===== src/design/cpc_pkg.sv =====
// constants shared by the cascaded interrupt controller pair
// assumes a byte-wide host i/o port and one 100 MHz clock
package cpc_pkg;
	// io port addresses of the two controllers
	localparam logic [15:0] MASTER_CMD_ADDR = 16'h0020;
	localparam logic [15:0] MASTER_DATA_ADDR = 16'h0021;
	localparam logic [15:0] SLAVE_CMD_ADDR = 16'h00A0;
	localparam logic [15:0] SLAVE_DATA_ADDR = 16'h00A1;
	localparam logic [7:0] UNMAPPED_READ = 8'h00;

	// command port and vector word field positions
	localparam int INIT_SEL_BIT = 4;
	localparam int READ_SEL_BIT = 3;
	localparam int CMD_LSB = 5;
	localparam int CMD_W = 3;
	localparam int LEVEL_LSB = 0;
	localparam int LEVEL_W = 3;
	localparam int VBASE_LSB = 3;
	localparam int VBASE_W = 5;

	// init word four fields
	localparam int SPECIAL_NESTED_BIT = 4;
	localparam int AUTO_EOI_BIT = 1;

	// reset values
	localparam logic [7:0] INIT4_RESET = 8'h01;
	localparam logic [7:0] MASK_RESET = 8'h00;
	localparam logic [7:0] LINES_CLEAR = 8'h00;
	localparam logic [2:0] LOWEST_RESET = 3'h7;
	localparam logic [4:0] VBASE_RESET = 5'h00;

	// cascade and spurious lines
	localparam logic [2:0] CASCADE_LINE = 3'h2;
	localparam logic [7:0] CASCADE_ONEHOT = 8'h04;
	localparam logic [2:0] SPURIOUS_LINE = 3'h7;
	localparam logic [7:0] LINE_ONE = 8'h01;

	// rotate and end-of-interrupt command codes
	localparam logic [2:0] CMD_ROT_AUTO_END_OF_INTERRUPT_CLR = 3'h0;
	localparam logic [2:0] CMD_NS_EOI = 3'h1;
	localparam logic [2:0] CMD_NOP = 3'h2;
	localparam logic [2:0] CMD_S_EOI = 3'h3;
	localparam logic [2:0] CMD_ROT_AUTO_END_OF_INTERRUPT_SET = 3'h4;
	localparam logic [2:0] CMD_ROT_NS_EOI = 3'h5;
	localparam logic [2:0] CMD_SET_PRIO = 3'h6;
	localparam logic [2:0] CMD_ROT_S_EOI = 3'h7;

	typedef enum logic [1:0] {
		INIT_READY,
		INIT_WAIT_VECTOR,
		INIT_WAIT_CASCADE,
		INIT_WAIT_MODE
	} cpc_init_type;
endpackage


===== src/design/cpc_prio_find.sv =====
// rotating priority search over eight lines
// assumes the line after 'lowest' has top priority
`timescale 1ns/1ns
module cpc_prio_find (
	// lines and rotation point
	input wire logic [7:0] vec,
	input wire logic [2:0] lowest,
	// result
	output logic found,
	output logic [2:0] idx,
	output logic [2:0] rank
);
	always_comb begin
		logic [2:0] pos;
		pos = 3'h0;
		found = 1'b0;
		idx = 3'h0;
		rank = 3'h0;
		// downward walk so the best rank is taken last
		for (int k = 7; k >= 0; k--) begin
			pos = lowest + 3'(k) + 3'h1;
			if (vec[pos]) begin
				found = 1'b1;
				idx = pos;
				rank = 3'(k);
			end
		end
	end
endmodule


===== src/design/cpc_top.sv =====
// master and slave interrupt controllers with host i/o port decode
// assumes host strobes are one-cycle pulses on CLK, requests are pins
//
// How it works
// - bit four enables special nested priority
// - bit one enables automatic end of interrupt
// - init word four write-only, default 01h
// - masked line never sets its request bit
// - masking higher line leaves lower lines working
// - data port read returns the mask directly
// - master line two mask blocks slave
// - mask readable, writable, reset to 00h
// - reset or init gives fully nested priority
// - codes 001, 011, 101, 111 end interrupts
// - codes 100, 000 set, clear auto rotation
// - 110 set priority, 111 rotate, 010 nop
// - level field used only by specific commands
// - init start, then three data port words
// - init start clears the mask
// - slave output feeds master request line two
`timescale 1ns/1ns
module cpc_top (
	// clock and reset
	input wire logic CLK,
	input wire logic SYS_RST,
	// host i/o port
	input wire logic [15:0] IO_ADDR,
	input wire logic IO_WR,
	input wire logic IO_RD,
	input wire logic [7:0] IO_WDATA,
	output logic [7:0] IO_RDATA,
	// request pins, lines 0-7 master, 8-15 slave
	input wire logic [15:0] IRQ,
	// processor interrupt and acknowledge
	output logic INTR,
	input wire logic INTA_REQ,
	output logic [7:0] VEC,
	output logic VEC_VALID
);
	// request pin synchroniser and edge filter
	logic [15:0] irq_s1;
	logic [15:0] irq_s2;
	logic [15:0] irq_s3;
	logic [15:0] irq_filt;
	wire [15:0] next_filt;
	wire [15:0] irq_rise;

	always_ff @(posedge CLK or posedge SYS_RST) begin
		if (SYS_RST) begin
			irq_s1 <= 16'h0000;
			irq_s2 <= 16'h0000;
			irq_s3 <= 16'h0000;
			irq_filt <= 16'h0000;
		end else begin
			irq_s1 <= IRQ;
			irq_s2 <= irq_s1;
			irq_s3 <= irq_s2;
			irq_filt <= next_filt;
		end
	end

	// a level counts once the second and third stage agree
	assign next_filt = (irq_s2 & irq_s3) | (irq_filt & (irq_s2 | irq_s3));
	assign irq_rise = irq_s2 & irq_s3 & ~irq_filt;

	// signals crossing between the two controllers
	wire [1:0] int_req;
	wire [1:0] ack;
	wire [1:0] rd_hit;
	wire [7:0] rd_val [2];
	wire [2:0] grant_idx [2];
	wire [4:0] vbase_w [2];
	wire cascade_grant;

	assign cascade_grant = int_req[0] && (grant_idx[0] == cpc_pkg::CASCADE_LINE);
	assign ack[0] = INTA_REQ;
	assign ack[1] = INTA_REQ && cascade_grant;

	genvar c;
	generate
		for (c = 0; c < 2; c++) begin : g_ctl
			localparam logic [15:0] CMD_ADDR =
				(c == 0) ? cpc_pkg::MASTER_CMD_ADDR : cpc_pkg::SLAVE_CMD_ADDR;
			localparam logic [15:0] DATA_ADDR =
				(c == 0) ? cpc_pkg::MASTER_DATA_ADDR : cpc_pkg::SLAVE_DATA_ADDR;
			localparam logic [7:0] CASC_SEL =
				(c == 0) ? cpc_pkg::CASCADE_ONEHOT : cpc_pkg::LINES_CLEAR;

			cpc_pkg::cpc_init_type state;
			cpc_pkg::cpc_init_type next_state;
			logic [7:0] init4;
			logic [7:0] mask;
			logic [7:0] request_pending_register;
			logic [7:0] in_service_register;
			logic [2:0] lowest;
			logic [4:0] vbase;
			logic rot_auto_end_of_interrupt;

			wire sel_cmd;
			wire sel_data;
			wire wr_cmd;
			wire wr_data;
			wire ready;
			wire init_start;
			wire cmd_wr;
			wire [2:0] cmd;
			wire [2:0] level;
			wire [7:0] level_hot;
			wire special_nested;
			wire auto_eoi;
			wire [7:0] pend;
			wire pend_found;
			wire [2:0] pend_idx;
			wire [2:0] pend_rank;
			wire isr_found;
			wire [2:0] isr_idx;
			wire [2:0] isr_rank;
			wire take;
			wire [7:0] take_hot;
			wire ns_eoi;
			wire s_eoi;
			wire set_level;
			wire [7:0] eoi_clr;
			wire [7:0] irr_calc;
			wire casc_level;
			wire [7:0] next_irr;
			wire [7:0] next_isr;
			wire [7:0] next_mask;
			wire [7:0] next_init4;
			wire [4:0] next_vbase;
			wire [2:0] next_lowest;
			wire next_rot_auto_end_of_interrupt;

			// port decode
			assign sel_cmd = IO_ADDR == CMD_ADDR;
			assign sel_data = IO_ADDR == DATA_ADDR;
			assign wr_cmd = IO_WR && sel_cmd;
			assign wr_data = IO_WR && sel_data;
			assign ready = state == cpc_pkg::INIT_READY;
			assign init_start = wr_cmd && IO_WDATA[cpc_pkg::INIT_SEL_BIT];
			// read-select words are taken and ignored
			assign cmd_wr = wr_cmd && ready &&
				!IO_WDATA[cpc_pkg::INIT_SEL_BIT] &&
				!IO_WDATA[cpc_pkg::READ_SEL_BIT];
			assign cmd = IO_WDATA[cpc_pkg::CMD_LSB +: cpc_pkg::CMD_W];
			assign level = IO_WDATA[cpc_pkg::LEVEL_LSB +: cpc_pkg::LEVEL_W];
			assign level_hot = cpc_pkg::LINE_ONE << level;

			// mode bits live in the stored init word four
			assign special_nested = init4[cpc_pkg::SPECIAL_NESTED_BIT];
			assign auto_eoi = init4[cpc_pkg::AUTO_EOI_BIT];

			// masked lines drop out of the search and are cleared from the request register
			assign pend = request_pending_register & ~mask;

			cpc_prio_find u_pend (
				.vec(pend),
				.lowest(lowest),
				.found(pend_found),
				.idx(pend_idx),
				.rank(pend_rank)
			);

			cpc_prio_find u_serv (
				.vec(in_service_register),
				.lowest(lowest),
				.found(isr_found),
				.idx(isr_idx),
				.rank(isr_rank)
			);

			// nested priority; special mode lets equal rank through
			assign int_req[c] = ready && pend_found && (!isr_found ||
				(pend_rank < isr_rank) ||
				(special_nested && (pend_rank == isr_rank)));

			// acknowledge
			assign take = ack[c] && int_req[c];
			assign take_hot = take ? (cpc_pkg::LINE_ONE << pend_idx) :
				cpc_pkg::LINES_CLEAR;
			assign grant_idx[c] = int_req[c] ? pend_idx : cpc_pkg::SPURIOUS_LINE;
			assign vbase_w[c] = vbase;

			// rotate and end-of-interrupt command decode
			assign ns_eoi = cmd_wr && isr_found &&
				((cmd == cpc_pkg::CMD_NS_EOI) ||
				(cmd == cpc_pkg::CMD_ROT_NS_EOI));
			assign s_eoi = cmd_wr && ((cmd == cpc_pkg::CMD_S_EOI) ||
				(cmd == cpc_pkg::CMD_ROT_S_EOI));
			assign set_level = cmd_wr && ((cmd == cpc_pkg::CMD_SET_PRIO) ||
				(cmd == cpc_pkg::CMD_ROT_S_EOI));
			assign eoi_clr =
				(ns_eoi ? (cpc_pkg::LINE_ONE << isr_idx) : cpc_pkg::LINES_CLEAR) |
				(s_eoi ? level_hot : cpc_pkg::LINES_CLEAR);

			// edge requests, cascade line follows the slave level
			assign casc_level = (c == 0) ? int_req[1] : 1'b0;
			assign irr_calc = (((request_pending_register & ~take_hot) | irq_rise[c*8 +: 8]) &
				~CASC_SEL) | (CASC_SEL & {8{casc_level}});
			assign next_irr = init_start ? cpc_pkg::LINES_CLEAR :
				irr_calc & ~mask;

			// new service bit wins over a clear in the same cycle
			assign next_isr = init_start ? cpc_pkg::LINES_CLEAR :
				(in_service_register & ~eoi_clr) |
				(auto_eoi ? cpc_pkg::LINES_CLEAR : take_hot);

			assign next_mask = init_start ? cpc_pkg::MASK_RESET :
				(wr_data && ready) ? IO_WDATA : mask;

			assign next_init4 = init_start ? cpc_pkg::INIT4_RESET :
				(wr_data && (state == cpc_pkg::INIT_WAIT_MODE)) ?
				IO_WDATA : init4;

			assign next_vbase = (wr_data &&
				(state == cpc_pkg::INIT_WAIT_VECTOR)) ?
				IO_WDATA[cpc_pkg::VBASE_LSB +: cpc_pkg::VBASE_W] : vbase;

			assign next_lowest = init_start ? cpc_pkg::LOWEST_RESET :
				(ns_eoi && (cmd == cpc_pkg::CMD_ROT_NS_EOI)) ? isr_idx :
				set_level ? level :
				(take && auto_eoi && rot_auto_end_of_interrupt) ? pend_idx : lowest;

			assign next_rot_auto_end_of_interrupt = init_start ? 1'b0 :
				(cmd_wr && (cmd == cpc_pkg::CMD_ROT_AUTO_END_OF_INTERRUPT_SET)) ? 1'b1 :
				(cmd_wr && (cmd == cpc_pkg::CMD_ROT_AUTO_END_OF_INTERRUPT_CLR)) ? 1'b0 :
				rot_auto_end_of_interrupt;

			// init word sequencing
			always_comb begin
				next_state = state;
				case (state)
				cpc_pkg::INIT_WAIT_VECTOR: begin
					if (wr_data) begin
						next_state = cpc_pkg::INIT_WAIT_CASCADE;
					end
				end
				cpc_pkg::INIT_WAIT_CASCADE: begin
					if (wr_data) begin
						next_state = cpc_pkg::INIT_WAIT_MODE;
					end
				end
				cpc_pkg::INIT_WAIT_MODE: begin
					if (wr_data) begin
						next_state = cpc_pkg::INIT_READY;
					end
				end
				cpc_pkg::INIT_READY: begin
					next_state = cpc_pkg::INIT_READY;
				end
				default: begin
					next_state = cpc_pkg::INIT_READY;
				end
				endcase
				if (init_start) begin
					next_state = cpc_pkg::INIT_WAIT_VECTOR;
				end
			end

			always_ff @(posedge CLK or posedge SYS_RST) begin
				if (SYS_RST) begin
					state <= cpc_pkg::INIT_READY;
					init4 <= cpc_pkg::INIT4_RESET;
					mask <= cpc_pkg::MASK_RESET;
					request_pending_register <= cpc_pkg::LINES_CLEAR;
					in_service_register <= cpc_pkg::LINES_CLEAR;
					lowest <= cpc_pkg::LOWEST_RESET;
					vbase <= cpc_pkg::VBASE_RESET;
					rot_auto_end_of_interrupt <= 1'b0;
				end else begin
					state <= next_state;
					init4 <= next_init4;
					mask <= next_mask;
					request_pending_register <= next_irr;
					in_service_register <= next_isr;
					lowest <= next_lowest;
					vbase <= next_vbase;
					rot_auto_end_of_interrupt <= next_rot_auto_end_of_interrupt;
				end
			end

			// data port reads the mask, command port the requests
			assign rd_hit[c] = sel_data || sel_cmd;
			assign rd_val[c] = sel_data ? mask : request_pending_register;
		end
	endgenerate

	wire [7:0] next_rdata;
	wire [7:0] next_vec;

	assign next_rdata = rd_hit[0] ? rd_val[0] :
		rd_hit[1] ? rd_val[1] : cpc_pkg::UNMAPPED_READ;
	assign next_vec = cascade_grant ? {vbase_w[1], grant_idx[1]} :
		{vbase_w[0], grant_idx[0]};

	always_ff @(posedge CLK or posedge SYS_RST) begin
		if (SYS_RST) begin
			IO_RDATA <= cpc_pkg::UNMAPPED_READ;
			INTR <= 1'b0;
			VEC <= 8'h00;
			VEC_VALID <= 1'b0;
		end else begin
			if (IO_RD) begin
				IO_RDATA <= next_rdata;
			end
			INTR <= int_req[0];
			VEC_VALID <= INTA_REQ;
			if (INTA_REQ) begin
				VEC <= next_vec;
			end
		end
	end
endmodule


===== config.mk =====
export PLATFORM = sky130hd
export DESIGN_NAME = cpc_top
export DESIGN_NICKNAME = d
export VERILOG_FILES = /design/src/design/cpc_pkg.sv /design/src/design/cpc_prio_find.sv /design/src/design/cpc_top.sv
export SDC_FILE = /design/constraint.sdc
export NUM_CORES = 1
export LEC_CHECK = 0
export BUFFER_PORTS_ARGS = -buffer_cell sky130_fd_sc_hd__buf_2
export CAP_MARGIN = 5
export CELL_PAD_IN_SITES_DETAIL_PLACEMENT = 1
export CELL_PAD_IN_SITES_GLOBAL_PLACEMENT = 1
export CORE_MARGIN = 3
export CORE_UTILIZATION = 25
export DETAILED_ROUTE_END_ITERATION = 8
export MAX_ROUTING_LAYER = met4
export PLACE_DENSITY_LB_ADDON = 0.12
export SLEW_MARGIN = 10
export SYNTH_ARGS = -nofsm -noshare
export SYNTH_HDL_FRONTEND = slang
export SYNTH_SLANG_ARGS = --single-unit

===== constraint.sdc =====
create_clock -name CLK -period 6 [get_ports CLK]
set_clock_uncertainty 0.1 [all_clocks]
set_input_delay 0.9 -clock CLK [delete_from_list [all_inputs] [get_ports CLK]]
set_output_delay 0.9 -clock CLK [all_outputs]
set_load 0.005 [all_outputs]

# Word-level counts from Yosys, hierarchy flattened
# Index checks and enable logic that the tools add are counted.
# classes
n_addsub,28
n_lt_le_gt_ge,18
eq_ne,25
shifts,5
mux,211
bitwise,27
reduce_logical,72
# ops
operator,n
2-to-1 mux 3 bit,74
2-to-1 mux 8 bit,21
binary-select mux 1 bit (select 3 bit),32
2-to-1 mux 1 bit,70
AND 8 bit,8
"< comparator 3 x 4 -> 1 bit, second input constant",16
"adder 3 x 1 -> 3 bit, second input constant",16
AND 16 bit,3
NOT 8 bit,6
OR 8 bit,6
logical AND 1 bit,46
"left shift 1 x 3 -> 8 bit, first input constant",5
"== test 16 x 6 -> 1 bit, second input constant",2
"== test 16 x 8 -> 1 bit, second input constant",2
OR 16 bit,2
"adder 3 bit, second input constant",8
2-to-1 mux 5 bit,4
"inequality test 3 bit, second input constant",6
2-to-1 mux 2 bit,8
NOT 16 bit,1
one-hot mux 2 bit (4 select lines),2
"adder 3 x 2 -> 3 bit, second input constant",4
"== test 3 bit, second input constant",4
logical OR 1 bit,9
other kinds (14),31
# totals
register_bits,162
inputBits,45
out_inout_bits,18
elab_cells,410

# Longest topological paths before layout
# logic_depth
ltp_word,27
mapped_depth,23
depth_no_buf,18

# Modules after synthesis
# A second synthesis with hierarchy kept.
# unflattened
cells_unflattened,1076
area_unflattened_um2,11549.8
# by_module_without_submodules
module,instances,cells_each,area_per_inst_um2,seq_area_each_um2
cpc_top,1,624,7095.6,3811.2
cpc_prio_find,4,113,1113.6,0.0

# Worst setup path after synthesis
# Ideal clock, no wire load.
# synth_timing
kind,reg-to-reg
start,register g_ctl[1].lowest[0]
end,register g_ctl[1].in_service_register[4]
arrival_ns,5.368
required_ns,5.823
path_slack_ns,0.456
path_stages_with_launch,21
n_path_buf,6
synth_period_minus_slack_ns,5.544
cell_sequence,dfstp_2 > buf_2 > clkinv_1 > buf_1 > ha_1 > clkbuf_1 > clkbuf_1 > clkbuf_1 > mux4_2 > mux2i_1 > o21ai_0 > a21oi_1 > ha_1 > nor2b_1 > o21a_1 > o211ai_1 > nand2_1 > or3b_2 > clkbuf_1 > or4_4 > o21ai_1
# synth_between
elab_chain_cells,21
elab_cells_between_ends,115
cone_classes,14 x add/sub; 1 x order compare; 1 x eq/ne; 2 x shift; 84 x mux; 4 x bitwise; 9 x reduce/logical
# synth_lines
element,line_no,text
"start, declared",cpc_top.sv:95,logic [2:0] lowest;
"start signal, assigned",cpc_top.sv:267,lowest <= cpc_pkg::LOWEST_RESET;
"start signal, assigned",cpc_top.sv:276,lowest <= next_lowest;
adder 3 bit,cpc_prio_find.sv:21,pos = lowest + 3'(k) + 3'h1;
adder 3 x 1 -> 3 bit,cpc_prio_find.sv:21,
binary-select mux 1 bit (select 3 bit),cpc_prio_find.sv:22,if (vec[pos]) begin
2-to-1 mux 1 bit (implied by the code),cpc_prio_find.sv:22,
2-to-1 mux 3 bit or 2-to-1 mux 1 bit (tied branches) (8 in a row),cpc_prio_find.sv:22,
"< comparator 3 bit, or another cell as far along",cpc_top.sv:174,(pend_rank < isr_rank) ||
logical OR 1 bit or logical AND 1 bit (tied branches),"cpc_top.sv:173, cpc_top.sv:175",
logical OR 1 bit,cpc_top.sv:174,
logical AND 1 bit,cpc_top.sv:173,assign int_req[c] = ready && pend_found && (!isr_found ||
logical AND 1 bit,cpc_top.sv:178,assign take = ack[c] && int_req[c];
2-to-1 mux 8 bit,cpc_top.sv:179,assign take_hot = take ? (cpc_pkg::LINE_ONE << pend_idx) :
2-to-1 mux 8 bit,cpc_top.sv:206,(auto_eoi ? cpc_pkg::LINES_CLEAR : take_hot);
OR 8 bit *,cpc_top.sv:205,(in_service_register & ~eoi_clr) |
2-to-1 mux 8 bit *,cpc_top.sv:204,assign next_isr = init_start ? cpc_pkg::LINES_CLEAR :
net g_ctl[1].next_isr[4],cpc_top.sv:127,wire [7:0] next_isr;
"end signal, assigned",cpc_top.sv:266,in_service_register <= cpc_pkg::LINES_CLEAR;
"end signal, assigned",cpc_top.sv:275,in_service_register <= next_isr;
"end, declared",cpc_top.sv:94,logic [7:0] in_service_register;
# Mark *: on every way through the listed nets, which the timed path passes. The rest lies on a longest branch. The select of a mux whose other input is x is not followed.
# A chain may end at the register's enable or synchronous reset.

# Worst setup path after layout
# layout_timing
start,register g_ctl[0].lowest[0]
end,register g_ctl[1].lowest[1]
# layout_between
elab_chain_cells,24
elab_cells_between_ends,102
cone_classes,14 x add/sub; 1 x order compare; 2 x eq/ne; 73 x mux; 12 x reduce/logical
# layout_lines
element,line_no,text
"start, declared",cpc_top.sv:95,
"start signal, assigned",cpc_top.sv:267,
"start signal, assigned",cpc_top.sv:276,
adder 3 bit,cpc_prio_find.sv:21,
adder 3 x 1 -> 3 bit,cpc_prio_find.sv:21,
binary-select mux 1 bit (select 3 bit),cpc_prio_find.sv:22,
2-to-1 mux 1 bit (implied by the code),cpc_prio_find.sv:22,
2-to-1 mux 3 bit or 2-to-1 mux 1 bit (tied branches) (8 in a row),cpc_prio_find.sv:22,
"< comparator 3 bit, or another cell as far along",cpc_top.sv:174,
logical OR 1 bit or logical AND 1 bit (tied branches),"cpc_top.sv:173, cpc_top.sv:175",
logical OR 1 bit,cpc_top.sv:174,
logical AND 1 bit *,cpc_top.sv:173,
net int_req[0],cpc_top.sv:67,wire [1:0] int_req;
2-to-1 mux 3 bit,cpc_top.sv:181,assign grant_idx[c] = int_req[c] ? pend_idx : cpc_pkg::SPURIOUS_LINE;
== test 3 x 2 -> 1 bit,cpc_top.sv:75,assign cascade_grant = int_req[0] && (grant_idx[0] == cpc_pkg::CASCADE_LINE);
logical AND 1 bit *,cpc_top.sv:75,
logical AND 1 bit *,cpc_top.sv:77,assign ack[1] = INTA_REQ && cascade_grant;
logical AND 1 bit *,cpc_top.sv:178,
logical AND 1 bit * (2 in a row),cpc_top.sv:222,(take && auto_eoi && rot_auto_end_of_interrupt) ? pend_idx : lowest;
nonzero test 4 bit (no source line) *,n/a,
# Marked as above.

==> qor.txt <==
Status -> finished clean
PnR worst setup slack -> 0.434 ns
Crit path cell chain -> inv_2, ha_1, buf_4, mux4_2, mux2i_1, nand3_1, nor2b_1, o21ai_0, ha_1, a21o_1, a21oi_1, a41oi_1, a221oi_4, and2_2, nand2_1, o41a_1, mux2_1
GRT Util Overall -> 17.1%
Cells after DPL -> 1650
Min Clock Period, post-route -> 5.57 ns
Critical Path Max Stage Delay -> 0.59 ns
Crit-path slowest cell -> mux4_2
Post-CTS sizing -> 0
Setup TNS -> 0 ns
Post-DRT Antenna Nets -> 0
CTS tree -> built
Die width -> 213 um
Cells after synthesis -> 1084
Synthesized cell area -> 10700 um^2
Diode count -> 0
Hold path depth -> 0
Static Leak -> 4.99 nW
Via count -> 8791
Placed Area -> 11600 um^2
Setup Viol. Count Final -> 0
Fillers -> 4802
MaxCap Viol Count -> 0
Non-filler cells in the finished layout -> 1682
Sink Count -> 152
Unrepaired setup endpoints after global routing -> false
Worst EP required -> 6.25 ns
IO Pins -> 63
WHS -> 0.249 ns
Cell Rows -> 75
Initial Util -> 25.4%
Power Total -> 3.15 mW
Vias in the first global route -> 9205
Yosys cell types -> 82
Worst setup SP type -> flip-flop
Nets@finish -> 1195
R2R depth -> 17
Main synth FF type -> dfrtp_1
Multi-input logic area -> 6510 um^2
Die height -> 213 um
DRC -> 0
Synth-to-Final Area Change -> 14.1%
Fmax -> 180 MHz
H-tree lvl count -> 4
1st-pass router iterations -> 5
Drt total wl -> 36.7 mm
Post-CTS Setup Repair Bufs -> 0
Die footprint -> 45300 um^2
Period utilization -> 92.8%
CP bufs+invs -> 2
VDD IR-drop max -> 0.165 mV
Worst Hold Class -> reg2reg
DR WL/cell -> 21.8 um
Pins Over Slew Limit -> 0
Pre-CTS setup slack -> 0.446 ns
Most frequent cell on the critical path -> ha_1
CP Max Fanout -> 11
Slew @ Worst Pin -> 0.982 ns
PwrDens -> 258 nW/um^2
Final Cell Area -> 12200 um^2
Port Buffers -> 61
Synth Register Bits -> 152
Post-synthesis sequential area ratio -> 35.6%
Share of cells above drive strength 1 -> 20.6%
CORE AREA -> 42100 um^2
Ys async rst share -> 100%
Crit Path Class -> reg2reg
Initial antenna violation count -> 0
Synthesized net count -> 1149
Worst Setup End Kind -> flip-flop
Clock root buffer -> clkbuf_16
Max-slew headroom -> 34.0%
Hold Fails Final Rpt -> 0
Worst-path clk slew -> 0.07 ns
DR iter-0 viols -> 509
Synth Warn # -> 0
Worst-Skew Late Latency -> 0.43 ns
Mean post-synth cell area -> 9.87 um^2
RD Place Congestion -> 0.845
Crit path arrival time -> 5.82 ns
Largest net degree at the start of global routing -> 61
Grt ovf -> 0
Drt via density -> 5.23
Hold_buf cts -> 0
Post-synth EDFFs -> 0
CP top delay family -> compound AO/OA/AOI/OAI gates
CTS max path bufs -> 2
Hpwl dp -> 27.7 mm
WP depth -> 17
Wire length of the first global-routing pass -> 57.3 mm
CTS Buf Count -> 17
Final Util -> 29.0%
Sequential cell area -> 3810 um^2
## synthesized netlist by cell type (29+ instances only)
cell | count | area, um^2
mux2i_1 | 60 | 601
nand2_1 | 115 | 432
mux4_2 | 59 | 1330
nor2b_1 | 29 | 181
nand2b_1 | 30 | 188
o21ai_0 | 52 | 260
clkbuf_1 | 43 | 161
inv_1 | 29 | 109
dfrtp_1 | 146 | 3650
a21oi_1 | 55 | 275
nor2_1 | 93 | 349
mux2_2 | 38 | 428
## final timing paths
check	startpoint	to	slack [ns]
setup / recovery	g_ctl[0].lowest[0]$_DFFE_PP1P_	g_ctl[1].lowest[1]$_DFFE_PP1P_	0.43
hold / removal	irq_s1[1]$_DFF_PP0_	irq_s2[1]$_DFF_PP0_	0.25
setup reg to reg	g_ctl[0].lowest[0]$_DFFE_PP1P_	g_ctl[1].lowest[1]$_DFFE_PP1P_	0.43
hold reg to reg	irq_s1[1]$_DFF_PP0_	irq_s2[1]$_DFF_PP0_	0.25
max in group asynchronous	SYS_RST	g_ctl[1].request_pending_register[2]$_DFF_PP0_	4.31
min in group asynchronous	SYS_RST	irq_s1[0]$_DFF_PP0_	0.37
## cells by family (layout without fill, tap and decap cells)
| group | count (synthesis) | after routing | share of synthesized area [%] |
|---|---|---|---|
| multiplexers | 160 | 160 | 22.3 |
| flip-flops | 152 | 152 | 35.6 |
| XOR/XNOR | 9 | 9 | 1.01 |
| AO/OA/AOI/OAI | 238 | 238 | 14.7 |
| adder cells (fa/ha/maj) | 35 | 35 | 3.74 |
| AND/OR/NAND/NOR | 397 | 397 | 19.1 |
| buffers and inverters | 93 | 152 | 3.54 |
## where the power goes
| group | switching (mW) | internal [mW] |
|---|---|---|
| sequential | 0.0982 | 1.10 |
| combinational | 0.499 | 0.355 |
| clock | 0.504 | 0.594 |
| total | 1.10 | 2.05 |
## cell type report
| class | instances | area share [%] |
|---|---|---|
| clock inverters | 13 | 1.25 |
| clock buffers | 19 | 3.54 |
| multi-input cells | 839 | 53.3 |
| well taps | 539 | 5.52 |
| repair buffers | 88 | 4.16 |
| flip-flops and latches | 152 | 31.2 |
| inverters | 32 | 1.02 |
## worst register-to-register path, delay by kind of cell, from the launching register on
| family | cells | cell delay, ns |
|---|---|---|
| adder cells (fa/ha/maj) | 2 | 0.81 |
| multiplexers | 3 | 1.33 |
| flip-flops | 1 | 0.55 |
| buffers and inverters | 2 | 0.31 |
| AND/OR/NAND/NOR | 4 | 0.92 |
| AO/OA/AOI/OAI | 6 | 1.45 |
## sequential cells by signal, summed over array words and instances, names as in the netlist
register,cells
VEC_VALID,1
INTR,1
g_ctl.in_service_register,16
g_ctl.rot_auto_end_of_interrupt,2
g_ctl.mask,16
irq_s1,15
irq_filt,15
irq_s2,15
g_ctl.init4,4
g_ctl.state,4
VEC,8
IO_RDATA,8
g_ctl.lowest,6
g_ctl.vbase,10
g_ctl.request_pending_register,16
irq_s3,15
## cell usage in the layout (no fill, tap or decap), types with 7 or more instances in the layout
cell / instances
nor3_1: 17
nand4_1: 10
nand2_1: 115
dfrtp_1: 146
clkbuf_16: 17
and3_1: 7
a211o_1: 8
o211ai_1: 13
o21ai_0: 52
mux4_2: 59
mux2i_1: 60
buf_2: 61
mux2_2: 38
nand3b_1: 12
o22ai_1: 12
inv_1: 28
nand3_1: 18
nor4b_1: 8
o21ai_1: 9
nand2b_1: 30
a211oi_1: 10
nor2_1: 93
and2_1: 7
a21oi_1: 55
maj3_1: 15
a31oi_1: 13
nor2b_1: 29
buf_4: 27
ha_1: 20
## per-layer routing
layer  routed length, um  global-route usage (%)  part of all wire (%)  vias up
li1                    -                       -                     -     4139
met2               17000                    26.4                    46      131
met5                   0                       -                     0        -
met1               18500                    24.2                    50     4507
met3                 926                    2.29                   2.5       14
met4                 323                    3.30                  0.88        0
(Power assumes the default switching activity.)
